`src/include/cifs_defs.svh`:
```
/*
 * Bit positions, fixed read values and counts for the CAN interrupt flag
 * and sleep block. Assumes inclusion by bare name from any design file.
 */
`ifndef CIFS_DEFS_SVH
`define CIFS_DEFS_SVH

// Interrupt flag register layout
`define CIFS_VEC_MSB        4
`define CIFS_VEC_LSB        0
`define CIFS_WLIF_BIT       8
`define CIFS_EPIF_BIT       9
`define CIFS_BOIF_BIT       10
`define CIFS_OVW_BIT        11
`define CIFS_WUIF_BIT       12
`define CIFS_WDIF_BIT       13
`define CIFS_ABORT_BIT      14
`define CIFS_MBOX_BIT       15
`define CIFS_TCOF_BIT       16
`define CIFS_MTOF_BIT       17

// Master control and error status fields
`define CIFS_WAKE_EN_BIT    7
`define CIFS_PDR_BIT        11
`define CIFS_SLEEP_ACK_BIT  3

// Reset and power-down read values
`define CIFS_PD_STATUS_VAL  32'h0000_0008
`define CIFS_PD_OTHER_VAL   32'h0000_0000
`define CIFS_ZERO32         32'h0000_0000

// Recessive bits needed before going bus-active after a bus wake-up
`define CIFS_IDLE_BITS      11

`endif

```
`src/include/cifs_pkg.sv`:
```
/*
 * Types shared by the CAN interrupt flag and sleep block.
 * Assumes a 32-mailbox controller; no other dependencies.
 */
package cifs_pkg;

   // Power-down sequencing states
   typedef enum logic [1:0] {
      PD_RUN,
      PD_PEND,
      PD_SLEEP,
      PD_WAKE
   } cifs_pd_state_e;

   // Register selected by a read
   typedef enum logic [3:0] {
      RD_FLAG0,
      RD_FLAG1,
      RD_STATUS,
      RD_MCTL,
      RD_TA,
      RD_RMP,
      RD_AA,
      RD_RML,
      RD_TOS
   } cifs_rd_sel_e;

   // System event pulses, also used for the stored flags
   typedef struct packed {
      logic stamp_overflow;
      logic write_denied;
      logic busoff;
      logic err_passive;
      logic warn_level;
   } cifs_sys_evt_s;

   // Per-mailbox event pulses from the datapath
   typedef struct packed {
      logic [31:0] tx_done;
      logic [31:0] rx_done;
      logic [31:0] abort_done;
      logic [31:0] timeout;
   } cifs_mbox_evt_s;

   // Software write-one-to-clear strobes, per mailbox
   typedef struct packed {
      logic [31:0] ta;
      logic [31:0] rx_pending_bits;
      logic [31:0] aa;
      logic [31:0] rx_lost_bits;
      logic [31:0] timeout_status_bits;
   } cifs_mbox_clr_s;

endpackage

```
`src/hdl/cifs_prio_enc.sv`:
```
/*
 * Priority encoder: reports the highest-numbered pending mailbox.
 * Assumes request bits are already masked and routed to one line.
 */
`timescale 1ns/1ps
`default_nettype none

module cifs_prio_enc
(
   input  wire logic [31:0] req,
   output logic             any,
   output logic [4:0]       vec
);

   // Higher mailbox number wins
   always_comb
   begin
      vec = 5'h00;
      for (int i = 0; i < 32; i++)
      begin
         if (req[i])
         begin
            vec = 5'(i);
         end
      end
      any = |req;
   end

endmodule

`default_nettype wire

```
`src/hdl/cifs_idle_det.sv`:
```
/*
 * Counts consecutive recessive bits on the receive pin after a bus wake-up.
 * Assumes bit_tick pulses once per bit time, in the bit's sample point.
 */
`timescale 1ns/1ps
`default_nettype none
`include "cifs_defs.svh"

module cifs_idle_det
#(
   parameter int unsigned IDLE_BITS = `CIFS_IDLE_BITS
)
(
   input  wire logic sys_clk,
   input  wire logic srst,
   input  wire logic run,
   input  wire logic bit_tick,
   input  wire logic bus_rx_pin,
   output logic      done_r
);

   logic [4:0] cnt_r;

   // Dominant bit restarts the count, idle state clears it
   always_ff @(posedge sys_clk)
   begin
      if (srst || !run)
      begin
         cnt_r  <= 5'h00;
         done_r <= 1'b0;
      end
      else if (bit_tick)
      begin
         if (!bus_rx_pin)
         begin
            cnt_r <= 5'h00;
         end
         else if (cnt_r != 5'(IDLE_BITS))
         begin
            cnt_r <= cnt_r + 5'h01;
         end
         done_r <= bus_rx_pin && (cnt_r == 5'(IDLE_BITS - 1));
      end
      else
      begin
         done_r <= 1'b0;
      end
   end

endmodule

`default_nettype wire

```
`src/hdl/cifs_top.sv`:
```
/*
 * CAN interrupt flags, flag clearing and local power-down control.
 * Assumes the mailbox datapath drives event pulses, software write-one
 * strobes arrive as one-cycle masks, and sys_clk is the always-on clock.
 */
// Summary of operation
// - Mailbox event sets flag and vector
// - Mailbox flag at bit 15, sign bit
// - Abort bit 14, overwrite bit 11
// - Overwrite sets overwrite and mailbox flags
// - System flags cleared by writing one
// - Timeout flag cleared via timeout status
// - Mailbox flag cleared via ack/pending bits
// - Abort flag cleared via abort ack
// - Overwrite flag cleared via pending bit
// - Ack and pending bits write-one-clear
// - Power-down request finishes packet, acks
// - Asleep reads give 0x08 or zero
// - Wake on request clear or bus
// - Eleven recessive bits before bus-active after bus wake
// - Wake-up frame is discarded
// - Leaving sleep clears request and ack
// - Ongoing transmission ends before ack
// - Always-on clock plus gated clock
// - Peripheral clock gate, off after reset
// - Leaving sleep sets wake-up flag
// - Line routing by select bits
// - Vector shows highest-priority mailbox
// - Line released when nothing pending
`timescale 1ns/1ps
`default_nettype none
`include "cifs_defs.svh"

module cifs_top
#(
   parameter int unsigned IDLE_BITS = `CIFS_IDLE_BITS
)
(
   input  wire logic                   sys_clk,
   input  wire logic                   srst,
   input  wire logic                   periph_clk_en,
   input  wire cifs_pkg::cifs_mbox_evt_s mbox_evt,
   input  wire cifs_pkg::cifs_sys_evt_s  sys_evt,
   input  wire cifs_pkg::cifs_mbox_clr_s mbox_clr,
   input  wire logic [31:0]            flag0_w1c,
   input  wire logic [31:0]            flag1_w1c,
   input  wire logic [31:0]            mbox_irq_mask,
   input  wire logic [31:0]            mbox_line_select,
   input  wire logic                   system_irq_line_select,
   input  wire logic                   bus_wake_enable,
   input  wire logic                   pdr_wr,
   input  wire logic                   pdr_wdata,
   input  wire logic                   tx_busy,
   input  wire logic                   bit_tick,
   input  wire logic                   bus_rx_pin,
   input  wire logic                   rd_en,
   input  wire cifs_pkg::cifs_rd_sel_e rd_sel,
   output logic [31:0]                 rd_data_r,
   output logic [1:0]                  irq_line_r,
   output logic                        powerdown_request_r,
   output logic                        sleep_ack_r,
   output logic                        core_clk_en_r,
   output logic                        bus_active_r,
   output logic                        frame_discard_r
);

   cifs_pkg::cifs_pd_state_e st_r;
   cifs_pkg::cifs_sys_evt_s  sysf_r;
   logic        wake_flag_r;
   logic [31:0] ta_r, rmp_r, aa_r, rml_r, tos_r, ovw_src_r;
   logic [31:0] ovw, masked, mb0, mb1, sys_clr;
   logic [31:0] flag0_c, flag1_c;
   logic [4:0]  vec0, vec1;
   logic        any0, any1, run, enter_sleep, leave, bus_wake, idle_done;

   // Builds one interrupt flag word for a line
   function automatic logic [31:0] build_flag(
      input logic                    any_mb,
      input logic [4:0]              vec,
      input logic                    mto,
      input logic                    sys_here,
      input logic                    abt,
      input logic                    ovf,
      input logic                    wuf,
      input cifs_pkg::cifs_sys_evt_s sf);
      logic [31:0] w;
      w = `CIFS_ZERO32;
      w[`CIFS_MBOX_BIT] = any_mb;
      w[`CIFS_VEC_MSB:`CIFS_VEC_LSB] = any_mb ? vec : 5'h00;
      w[`CIFS_MTOF_BIT] = mto;
      if (sys_here)
      begin
         w[`CIFS_ABORT_BIT] = abt;
         w[`CIFS_OVW_BIT]   = ovf;
         w[`CIFS_WUIF_BIT]  = wuf;
         w[`CIFS_TCOF_BIT]  = sf.stamp_overflow;
         w[`CIFS_WDIF_BIT]  = sf.write_denied;
         w[`CIFS_BOIF_BIT]  = sf.busoff;
         w[`CIFS_EPIF_BIT]  = sf.err_passive;
         w[`CIFS_WLIF_BIT]  = sf.warn_level;
      end
      return w;
   endfunction

   // Mailbox bits and stored system event flags update only with the peripheral clock on and awake
   assign run = periph_clk_en && (st_r != cifs_pkg::PD_SLEEP);

   // Overwrite: new reception into a still-pending mailbox
   assign ovw = mbox_evt.rx_done & rmp_r & ~(mbox_clr.rx_pending_bits & {32{run}});

   // Transmit acknowledge bits, set wins over clear
   always_ff @(posedge sys_clk)
   begin
      if (srst)
         ta_r <= `CIFS_ZERO32;
      else if (run)
         ta_r <= (ta_r & ~mbox_clr.ta) | mbox_evt.tx_done;
   end

   // Receive pending bits, set wins over clear
   always_ff @(posedge sys_clk)
   begin
      if (srst)
         rmp_r <= `CIFS_ZERO32;
      else if (run)
         rmp_r <= (rmp_r & ~mbox_clr.rx_pending_bits) | mbox_evt.rx_done;
   end

   // Lost-message bits and overwrite sources
   always_ff @(posedge sys_clk)
   begin
      if (srst)
      begin
         rml_r     <= `CIFS_ZERO32;
         ovw_src_r <= `CIFS_ZERO32;
      end
      else if (run)
      begin
         rml_r     <= (rml_r & ~mbox_clr.rx_lost_bits) | ovw;
         ovw_src_r <= (ovw_src_r & ~mbox_clr.rx_pending_bits) | ovw;
      end
   end

   // Abort acknowledge and timeout status bits
   always_ff @(posedge sys_clk)
   begin
      if (srst)
      begin
         aa_r  <= `CIFS_ZERO32;
         tos_r <= `CIFS_ZERO32;
      end
      else if (run)
      begin
         aa_r  <= (aa_r & ~mbox_clr.aa) | mbox_evt.abort_done;
         tos_r <= (tos_r & ~mbox_clr.timeout_status_bits) | mbox_evt.timeout;
      end
   end

   // Mailbox routing to the two lines
   assign masked = (ta_r | rmp_r) & mbox_irq_mask;
   assign mb0    = masked & ~mbox_line_select;
   assign mb1    = masked & mbox_line_select;

   cifs_prio_enc u_enc0
   (
      .req (mb0),
      .any (any0),
      .vec (vec0)
   );

   cifs_prio_enc u_enc1
   (
      .req (mb1),
      .any (any1),
      .vec (vec1)
   );

   // System flags clear only by a one written to the line they sit on
   assign sys_clr = system_irq_line_select ? flag1_w1c : flag0_w1c;

   always_ff @(posedge sys_clk)
   begin
      if (srst)
         sysf_r <= '0;
      else if (run)
      begin
         sysf_r.stamp_overflow <= sys_evt.stamp_overflow
                                  || (sysf_r.stamp_overflow && !sys_clr[`CIFS_TCOF_BIT]);
         sysf_r.write_denied   <= sys_evt.write_denied
                                  || (sysf_r.write_denied && !sys_clr[`CIFS_WDIF_BIT]);
         sysf_r.busoff         <= sys_evt.busoff
                                  || (sysf_r.busoff && !sys_clr[`CIFS_BOIF_BIT]);
         sysf_r.err_passive    <= sys_evt.err_passive
                                  || (sysf_r.err_passive && !sys_clr[`CIFS_EPIF_BIT]);
         sysf_r.warn_level     <= sys_evt.warn_level
                                  || (sysf_r.warn_level && !sys_clr[`CIFS_WLIF_BIT]);
      end
   end

   // Wake-up flag, set on leaving sleep, set wins over clear
   always_ff @(posedge sys_clk)
   begin
      if (srst)
         wake_flag_r <= 1'b0;
      else if (leave)
         wake_flag_r <= 1'b1;
      else if (run && sys_clr[`CIFS_WUIF_BIT])
         wake_flag_r <= 1'b0;
   end

   // Flag words for both lines
   assign flag0_c = build_flag(any0, vec0, |(tos_r & ~mbox_line_select),
                               !system_irq_line_select, |aa_r, |ovw_src_r,
                               wake_flag_r, sysf_r);
   assign flag1_c = build_flag(any1, vec1, |(tos_r & mbox_line_select),
                               system_irq_line_select, |aa_r, |ovw_src_r,
                               wake_flag_r, sysf_r);

   // Interrupt lines follow their flag words
   always_ff @(posedge sys_clk)
   begin
      if (srst)
         irq_line_r <= 2'h0;
      else
         irq_line_r <= {|flag1_c, |flag0_c};
   end

   // Sleep entry and exit conditions
   assign enter_sleep = powerdown_request_r && !tx_busy
                        && ((st_r == cifs_pkg::PD_RUN) || (st_r == cifs_pkg::PD_PEND));
   assign bus_wake    = (st_r == cifs_pkg::PD_SLEEP) && powerdown_request_r
                        && bus_wake_enable && !bus_rx_pin;
   assign leave       = (st_r == cifs_pkg::PD_SLEEP)
                        && (!powerdown_request_r || bus_wake);

   // Power-down sequencer on the always-on clock
   always_ff @(posedge sys_clk)
   begin
      if (srst)
         st_r <= cifs_pkg::PD_RUN;
      else
      begin
         unique case (st_r)
            cifs_pkg::PD_RUN:
               if (powerdown_request_r)
                  st_r <= tx_busy ? cifs_pkg::PD_PEND : cifs_pkg::PD_SLEEP;
            cifs_pkg::PD_PEND:
               if (!powerdown_request_r)
                  st_r <= cifs_pkg::PD_RUN;
               else if (!tx_busy)
                  st_r <= cifs_pkg::PD_SLEEP;
            cifs_pkg::PD_SLEEP:
               if (bus_wake)
                  st_r <= cifs_pkg::PD_WAKE;
               else if (!powerdown_request_r)
                  st_r <= cifs_pkg::PD_RUN;
            cifs_pkg::PD_WAKE:
               if (idle_done)
                  st_r <= cifs_pkg::PD_RUN;
         endcase
      end
   end

   cifs_idle_det #(.IDLE_BITS(IDLE_BITS)) u_idle
   (
      .sys_clk    (sys_clk),
      .srst       (srst),
      .run        (st_r == cifs_pkg::PD_WAKE),
      .bit_tick   (bit_tick),
      .bus_rx_pin (bus_rx_pin),
      .done_r     (idle_done)
   );

   // Request bit: software write, hardware clear on leaving
   always_ff @(posedge sys_clk)
   begin
      if (srst)
         powerdown_request_r <= 1'b0;
      else if (pdr_wr)
         powerdown_request_r <= pdr_wdata;
      else if (leave)
         powerdown_request_r <= 1'b0;
   end

   // Acknowledge and link status
   always_ff @(posedge sys_clk)
   begin
      if (srst)
      begin
         sleep_ack_r     <= 1'b0;
         bus_active_r    <= 1'b0;
         frame_discard_r <= 1'b0;
         core_clk_en_r   <= 1'b0;
      end
      else
      begin
         if (enter_sleep)
            sleep_ack_r <= 1'b1;
         else if (leave)
            sleep_ack_r <= 1'b0;
         bus_active_r    <= (st_r == cifs_pkg::PD_RUN) || (st_r == cifs_pkg::PD_PEND);
         frame_discard_r <= bus_wake || ((st_r == cifs_pkg::PD_WAKE) && !idle_done);
         core_clk_en_r   <= periph_clk_en && !enter_sleep
                            && ((st_r != cifs_pkg::PD_SLEEP) || leave);
      end
   end

   // Read port; fixed values while asleep, contents untouched
   always_ff @(posedge sys_clk)
   begin
      if (srst)
         rd_data_r <= `CIFS_ZERO32;
      else if (rd_en)
      begin
         if (st_r == cifs_pkg::PD_SLEEP)
            rd_data_r <= (rd_sel == cifs_pkg::RD_STATUS) ? `CIFS_PD_STATUS_VAL
                                                         : `CIFS_PD_OTHER_VAL;
         else
         begin
            unique case (rd_sel)
               cifs_pkg::RD_FLAG0:  rd_data_r <= flag0_c;
               cifs_pkg::RD_FLAG1:  rd_data_r <= flag1_c;
               cifs_pkg::RD_STATUS: rd_data_r <= 32'(sleep_ack_r) << `CIFS_SLEEP_ACK_BIT;
               cifs_pkg::RD_MCTL:   rd_data_r <= (32'(powerdown_request_r) << `CIFS_PDR_BIT)
                                                 | (32'(bus_wake_enable) << `CIFS_WAKE_EN_BIT);
               cifs_pkg::RD_TA:     rd_data_r <= ta_r;
               cifs_pkg::RD_RMP:    rd_data_r <= rmp_r;
               cifs_pkg::RD_AA:     rd_data_r <= aa_r;
               cifs_pkg::RD_RML:    rd_data_r <= rml_r;
               cifs_pkg::RD_TOS:    rd_data_r <= tos_r;
               default:             rd_data_r <= `CIFS_ZERO32;
            endcase
         end
      end
   end
endmodule

`default_nettype wire

```
`config.mk`:
```
export PLATFORM = sky130hd
export DESIGN_NAME = cifs_top
export DESIGN_NICKNAME = d
export VERILOG_FILES = /design/src/include/cifs_pkg.sv /design/src/hdl/cifs_prio_enc.sv /design/src/hdl/cifs_idle_det.sv /design/src/hdl/cifs_top.sv
export VERILOG_INCLUDE_DIRS = /design/src /design/src/include
export SDC_FILE = /design/constraint.sdc
export NUM_CORES = 1
export LEC_CHECK = 0
export BUFFER_PORTS_ARGS = -buffer_cell sky130_fd_sc_hd__buf_2
export CAP_MARGIN = 5
export CORE_AREA = 3 3 185 187
export CTS_CLUSTER_DIAMETER = 50
export DETAILED_ROUTE_END_ITERATION = 10
export DIE_AREA = 0 0 188 190
export GPL_TIMING_DRIVEN = 0
export HOLD_SLACK_MARGIN = 0.08
export PLACE_DENSITY = 0.62
export SLEW_MARGIN = 20
export SYNTH_ARGS = -nofsm -noshare
export SYNTH_HDL_FRONTEND = slang
export SYNTH_HIERARCHICAL = 1
export SYNTH_SLANG_ARGS = --single-unit
```
`constraint.sdc`:
```
create_clock -name sys_clk -period 4.5 [get_ports sys_clk]
set_clock_uncertainty 0.2 [all_clocks]
set_input_delay 0 -clock sys_clk [delete_from_list [all_inputs] [get_ports sys_clk]]
set_output_delay 0 -clock sys_clk [all_outputs]
set_load 0.03 [all_outputs]
```
==> results of run 1 <==
Yosys cell counts (26+ instances only):
cell type,count
nor2_1,256
nand2_1,246
dfxtp_1,245
a22oi_1,195
a21oi_1,89
buf_2,58
a31oi_1,57
inv_1,51
o21ai_0,44
nand4b_1,35
clkbuf_1,32
nor4_1,26
metrics by stage:
step	setup slack (ps)	cell area (µm²)	util
2_1_floorplan	1710	12300	-
3_3_place_gp	701	15000	0.459
3_5_place_dp	708	15000	0.459
logic make-up after synthesis:
| family | share of synthesized area |
|---|---|
| buf+inv | 0.0553 |
| compound gates | 0.267 |
| mux | 0.0217 |
| fa+ha+maj | 0.00203 |
| flops | 0.399 |
| xor+xnor | 0.000712 |
| simple gates | 0.255 |
==> summary.md, run 1 <==
| Metric | Value |
|---|---|
| Cell taking the most area after synthesis | dfxtp_1 |
| Seq/Total Area, Yosys | 0.399 |
| Synth warn | 6 |
| Number of cell rows | between 60 and 70 |
| # port buffers | between 400 and 500 |
| I/O pins | 475 |
| Syn Nets | roughly 2000 |
| Die Y | approximately 190 µm |
| Post-synth top flop | dfxtp_1 |
| DP HPWL | 51500 µm |
| Placed instance count | ~2400 |
| H-Tree Depth | 1 |
| Synth Instances | 1566 |
| Async S/R FF share, synth | 0 |
| Initial Util | 0.377 |
| CTS Buffer Depth | 3 |
| GP Congestion | ~1 |
| Post-synth top area share | 0.399 |
| Number of synthesized flops with an enable pin | 0 |
| # hold bufs at CTS | between 400 and 500 |
| Error msg | [ERROR RSZ-0060] Max buffer count reached. |
| TritonCTS buffer count | 29 |
| Status | did not finish |
| Synth unique cells | 70 |
| Syn avg cell area | slightly below 8 µm² |
| Last flow stage reached | clock tree synthesis (4_1_cts) |
| Mapped Area | 12300 µm² |
| # clock sinks | around 250 |
| Die X | 188 µm |
| CTS root buffer | clkbuf_16 |
| Post-CTS sizing | 0 |
| Post-CTS setup buffers | 0 |
| Top post-synthesis cells by area | dfxtp_1 (40%), a22oi_1 (12%), nor2_1 (7.8%), nand2_1 (7.5%), a21oi_1 (3.6%) |
| Synth Register Bits | between 200 and 250 |
==> inputs of run 2 (changes only) <==
Settings changed: CORE_AREA 3 3 185 187 to unset, CORE_MARGIN set to 3, CORE_UTILIZATION set to 30, CTS_CLUSTER_DIAMETER 50 to unset, DIE_AREA 0 0 188 190 to unset, HOLD_SLACK_MARGIN 0.08 to unset, PLACE_DENSITY 0.62 to unset, PLACE_DENSITY_LB_ADDON set to 0.15.
==> summary.md, run 2 <==
| Metric | Value |
|---|---|
| Status | finished, final reports clean |
| Via count | approximately 16000 |
| Hold Path End | irq_line_r[0] |
| Synth Register Bits | 245 (unchanged) |
| Fmax | 0.238 GHz |
| Worst Tran Pin Value | between 800 and 900 ps |
| Via/cell ratio | roughly 5.4 |
| Async S/R FF share, synth | 0 (unchanged) |
| Placed instance count | 2511 (+3.4%) |
| CP Max Fanout | 5 |
| Worst R2R End | rd_data_r[3] |
| Area delta synth->final | 65.2% |
| Largest net degree at the start of global routing | 15 |
| WS Path Type | register to register |
| Post-placement setup slack | 745 ps (+36.3 ps) |
| Internal power contribution | approximately 0.0043 W |
| Max-slew violations | 0 |
| WL/cell | between 20 and 25 µm |
| Worst Hold Launch | mbox_line_select[26] |
| Most frequent cells in the layout | buf_2 (478), dlygate4sd3_1 (428), nor2_1 (256), nand2_1 (246), dfxtp_1 (245) |
| Commonest non-fill, non-tap cell in the layout | buf_2 |
| Storage cell area | ~5000 µm² |
| Routed Antenna Nets | 0 |
| # port buffers | 420 (unchanged) |
| Worst-path clk slew | 60 ps |
| Max_cap viols | 0 |
| Synth warn | 6 (unchanged) |
| Post-synth top area share | 0.399 (unchanged) |
| Clock Latency Late Sink | between 500 and 600 ps |
| Comb power frac | 0.212 |
| # clock sinks | 245 (unchanged) |
| Multiplexer share of the synthesized area | 0.0217 (unchanged) |
| Part of the power in registers | 0.395 |
| Leakage | 8.65 nW |
| Final instance area | about 20000 µm² |
| All-Layer GR Usage | 0.314 |
| Syn Nets | 2004 (unchanged) |
| Number of cell rows | 73 (+11%) |
| Detailed Route Iter0 Violations | ~1500 |
| H-Tree Depth | 1 (unchanged) |
| Final #Nets | 2881 |
| Startpoint types | register |
| Worst reg-to-reg setup slack | approximately 300 ps |
| Post-synth top flop | dfxtp_1 |
| Synth unique cells | 70 (unchanged) |
| Total iterations of the first detailed-routing run | 6 |
| Grt ovf | 0 |
| Post-Synth Adder-Cell Area | 0.00203 (unchanged) |
| Req. time, crit path | between 4000 and 5000 ps |
| Number of synthesized flops with an enable pin | 0 (unchanged) |
| TritonCTS buffer count | 27 (-6.9%) |
| Setup TNS | 0 ps |
| TritonCTS clock tree | built |
| Total wire length | ~71000 µm |
| Reg2reg path depth | 11 |
| CTS root buffer | clkbuf_16 |
| Drc violations | 0 |
| Cell Pwr Density | ~300 nW/µm² |
| Period Utilization, post-route | 0.935 |
| Full die area | 43500 µm² |
| Hold Path Cell Cnt | 6 |
| Min-Delay Path Class | primary input to register |
| Rel. slew slack | 0.449 |
| Switching power | ~0.0018 W |
| Synth Area in Simple Gates | 0.255 (unchanged) |
| Clk pwr share | 0.393 |
| Post-CTS setup buffers | 0 (unchanged) |
| Die X | 209 µm (+11%) |
| Post-layout min period | roughly 4200 ps |
| Placed Area | 15100 µm² (+0.69%) |
| RSZ-0062 raised after global routing | false |
| DP HPWL | 55300 µm (+7.3%) |
| GP Congestion | 1.00 (-2.1%) |
| Endpoint class of the critical path | register |
| Setup violations, final | 0 |
| Core area | ~40000 µm² |
| Synth Instances | 1566 (unchanged) |
| Largest family of logic cells by synthesized area | compound AO/OA/AOI/OAI gates |
| Overall Power | approximately 0.006 W |
| Fill cells | between 3000 and 4000 |
| Syn avg cell area | 7.86 µm² (unchanged) |
| Cell taking the most area after synthesis | dfxtp_1 |
| First-pass GRT wire length | 103000 µm |
| Top-count cell post-synth | nor2_1 |
| Initial antenna violation count | 6 |
| CTS Buffer Depth | 3 (unchanged) |
| Final hold vios | 0 |
| Area fraction in compound gates after synthesis | 0.267 (unchanged) |
| I/O pins | 475 (unchanged) |
| Area of the multi-input gates | about 6700 µm² |
| Die Y | 209 µm (+9.7%) |
| Initial Util | 0.307 (-0.0703) |
| Synth top cells by count | nor2_1 (256), nand2_1 (246), dfxtp_1 (245) |
| Top post-synthesis cells by area | dfxtp_1 (40%), a22oi_1 (12%), nor2_1 (7.8%), nand2_1 (7.5%), a21oi_1 (3.6%) |
| Worst setup margin | 292 ps |
| Share of layout cells above drive strength 1 | 0.228 |
| VDD IR max | 249 µV |
| Post-Synth XOR/XNOR Area | 0.000712 (unchanged) |
| Data arrival, critical path | around 4500 ps |
| Seq/Total Area, Yosys | 0.399 (unchanged) |
| Worst r2r src | rmp_r[24] |
| Mapped Area | 12300 µm² (unchanged) |
| Sw Ratio | 0.294 |
| Non-filler cells, final | around 3000 |
| Vias in the first global route | around 17000 |
[run 2: cell counts after synthesis]
Identical to the previous run, type by type.
[run 2: power by group through the flow]
stage          sequential (W)  combinational, W  clock (W)
5_1_grt               0.00243           0.00140    0.00252
6_report              0.00243           0.00130    0.00242
2_1_floorplan         0.00239          0.000496          0
3_3_place_gp          0.00246          0.000955          0
4_1_cts               0.00241           0.00127    0.00244
3_5_place_dp          0.00246          0.000954          0
[run 2: cell type report]
type,instances,share of cell area
diodes,5,0.000616
clock inverters,11,0.00733
flip-flops and latches,245,0.241
repair buffers,848,0.314
multi-input cells,1171,0.331
well taps,525,0.0323
inverters,51,0.00942
clock buffers,39,0.0399
plain buffers,99,0.0241
[run 2: critical path, stage by stage (launching register included)]
cell	delay [ps]
dfxtp_1	410
o21ai_0	430
nor2_1	160
nor4_2	420
and3_1	320
nand3_2	130
or4_1	600
and2_1	270
a222oi_1	290
o211a_1	200
o22ai_1	70
dlygate4sd3_1	580
[run 2: how the worst max path moves through the flow]
| stage | startpoint | to | slack (ps) |
|---|---|---|---|
| 3_5_place_dp | rmp_r[24] | rd_data_r[4] | 740 |
| 3_3_place_gp | rmp_r[24] | rd_data_r[4] | 690 |
| 4_1_cts | tos_r[1] | rd_data_r[17] | 120 |
| 2_1_floorplan | rmp_r[24] | rd_data_r[1] | 1710 |
| 5_1_grt | rmp_r[24] | rd_data_r[3] | 160 |
| 6_report | rmp_r[24] | rd_data_r[3] | 290 |
[run 2: stage by stage]
stage / hold slack (ps) / util
after global placement: 11.6 / 0.376
final: 33.3 / 0.507
after CTS: 13.5 / 0.506
after global routing: 11.0 / 0.507
after detailed placement: 14.0 / 0.376
after floorplan: -103 / -
[run 2: timing repair]
action	CTS	global route
resized for setup	0	1
endpoints found under the setup margin	0	1
hold endpoints to repair	232	0
hold buffers	428	0
[run 2: layer usage]
layer / part of all wire / global-route usage
met1: 0.40 / 0.392
met2: 0.46 / 0.520
met3: 0.091 / 0.0816
met4: 0.046 / 0.120
met5: 0.00020 / 0
[run 2: logic make-up (layout without fill, tap and decap cells)]
family,count (synthesis),after routing
AND/OR/NAND/NOR,664,664
AO/OA/AOI/OAI,481,481
flip-flops,245,245
buffers and inverters,150,1048
multiplexers,23,23
adder cells (fa/ha/maj),2,2
XOR/XNOR,1,1
other,0,5
Note: power is estimated with default switching activity, not from simulation.
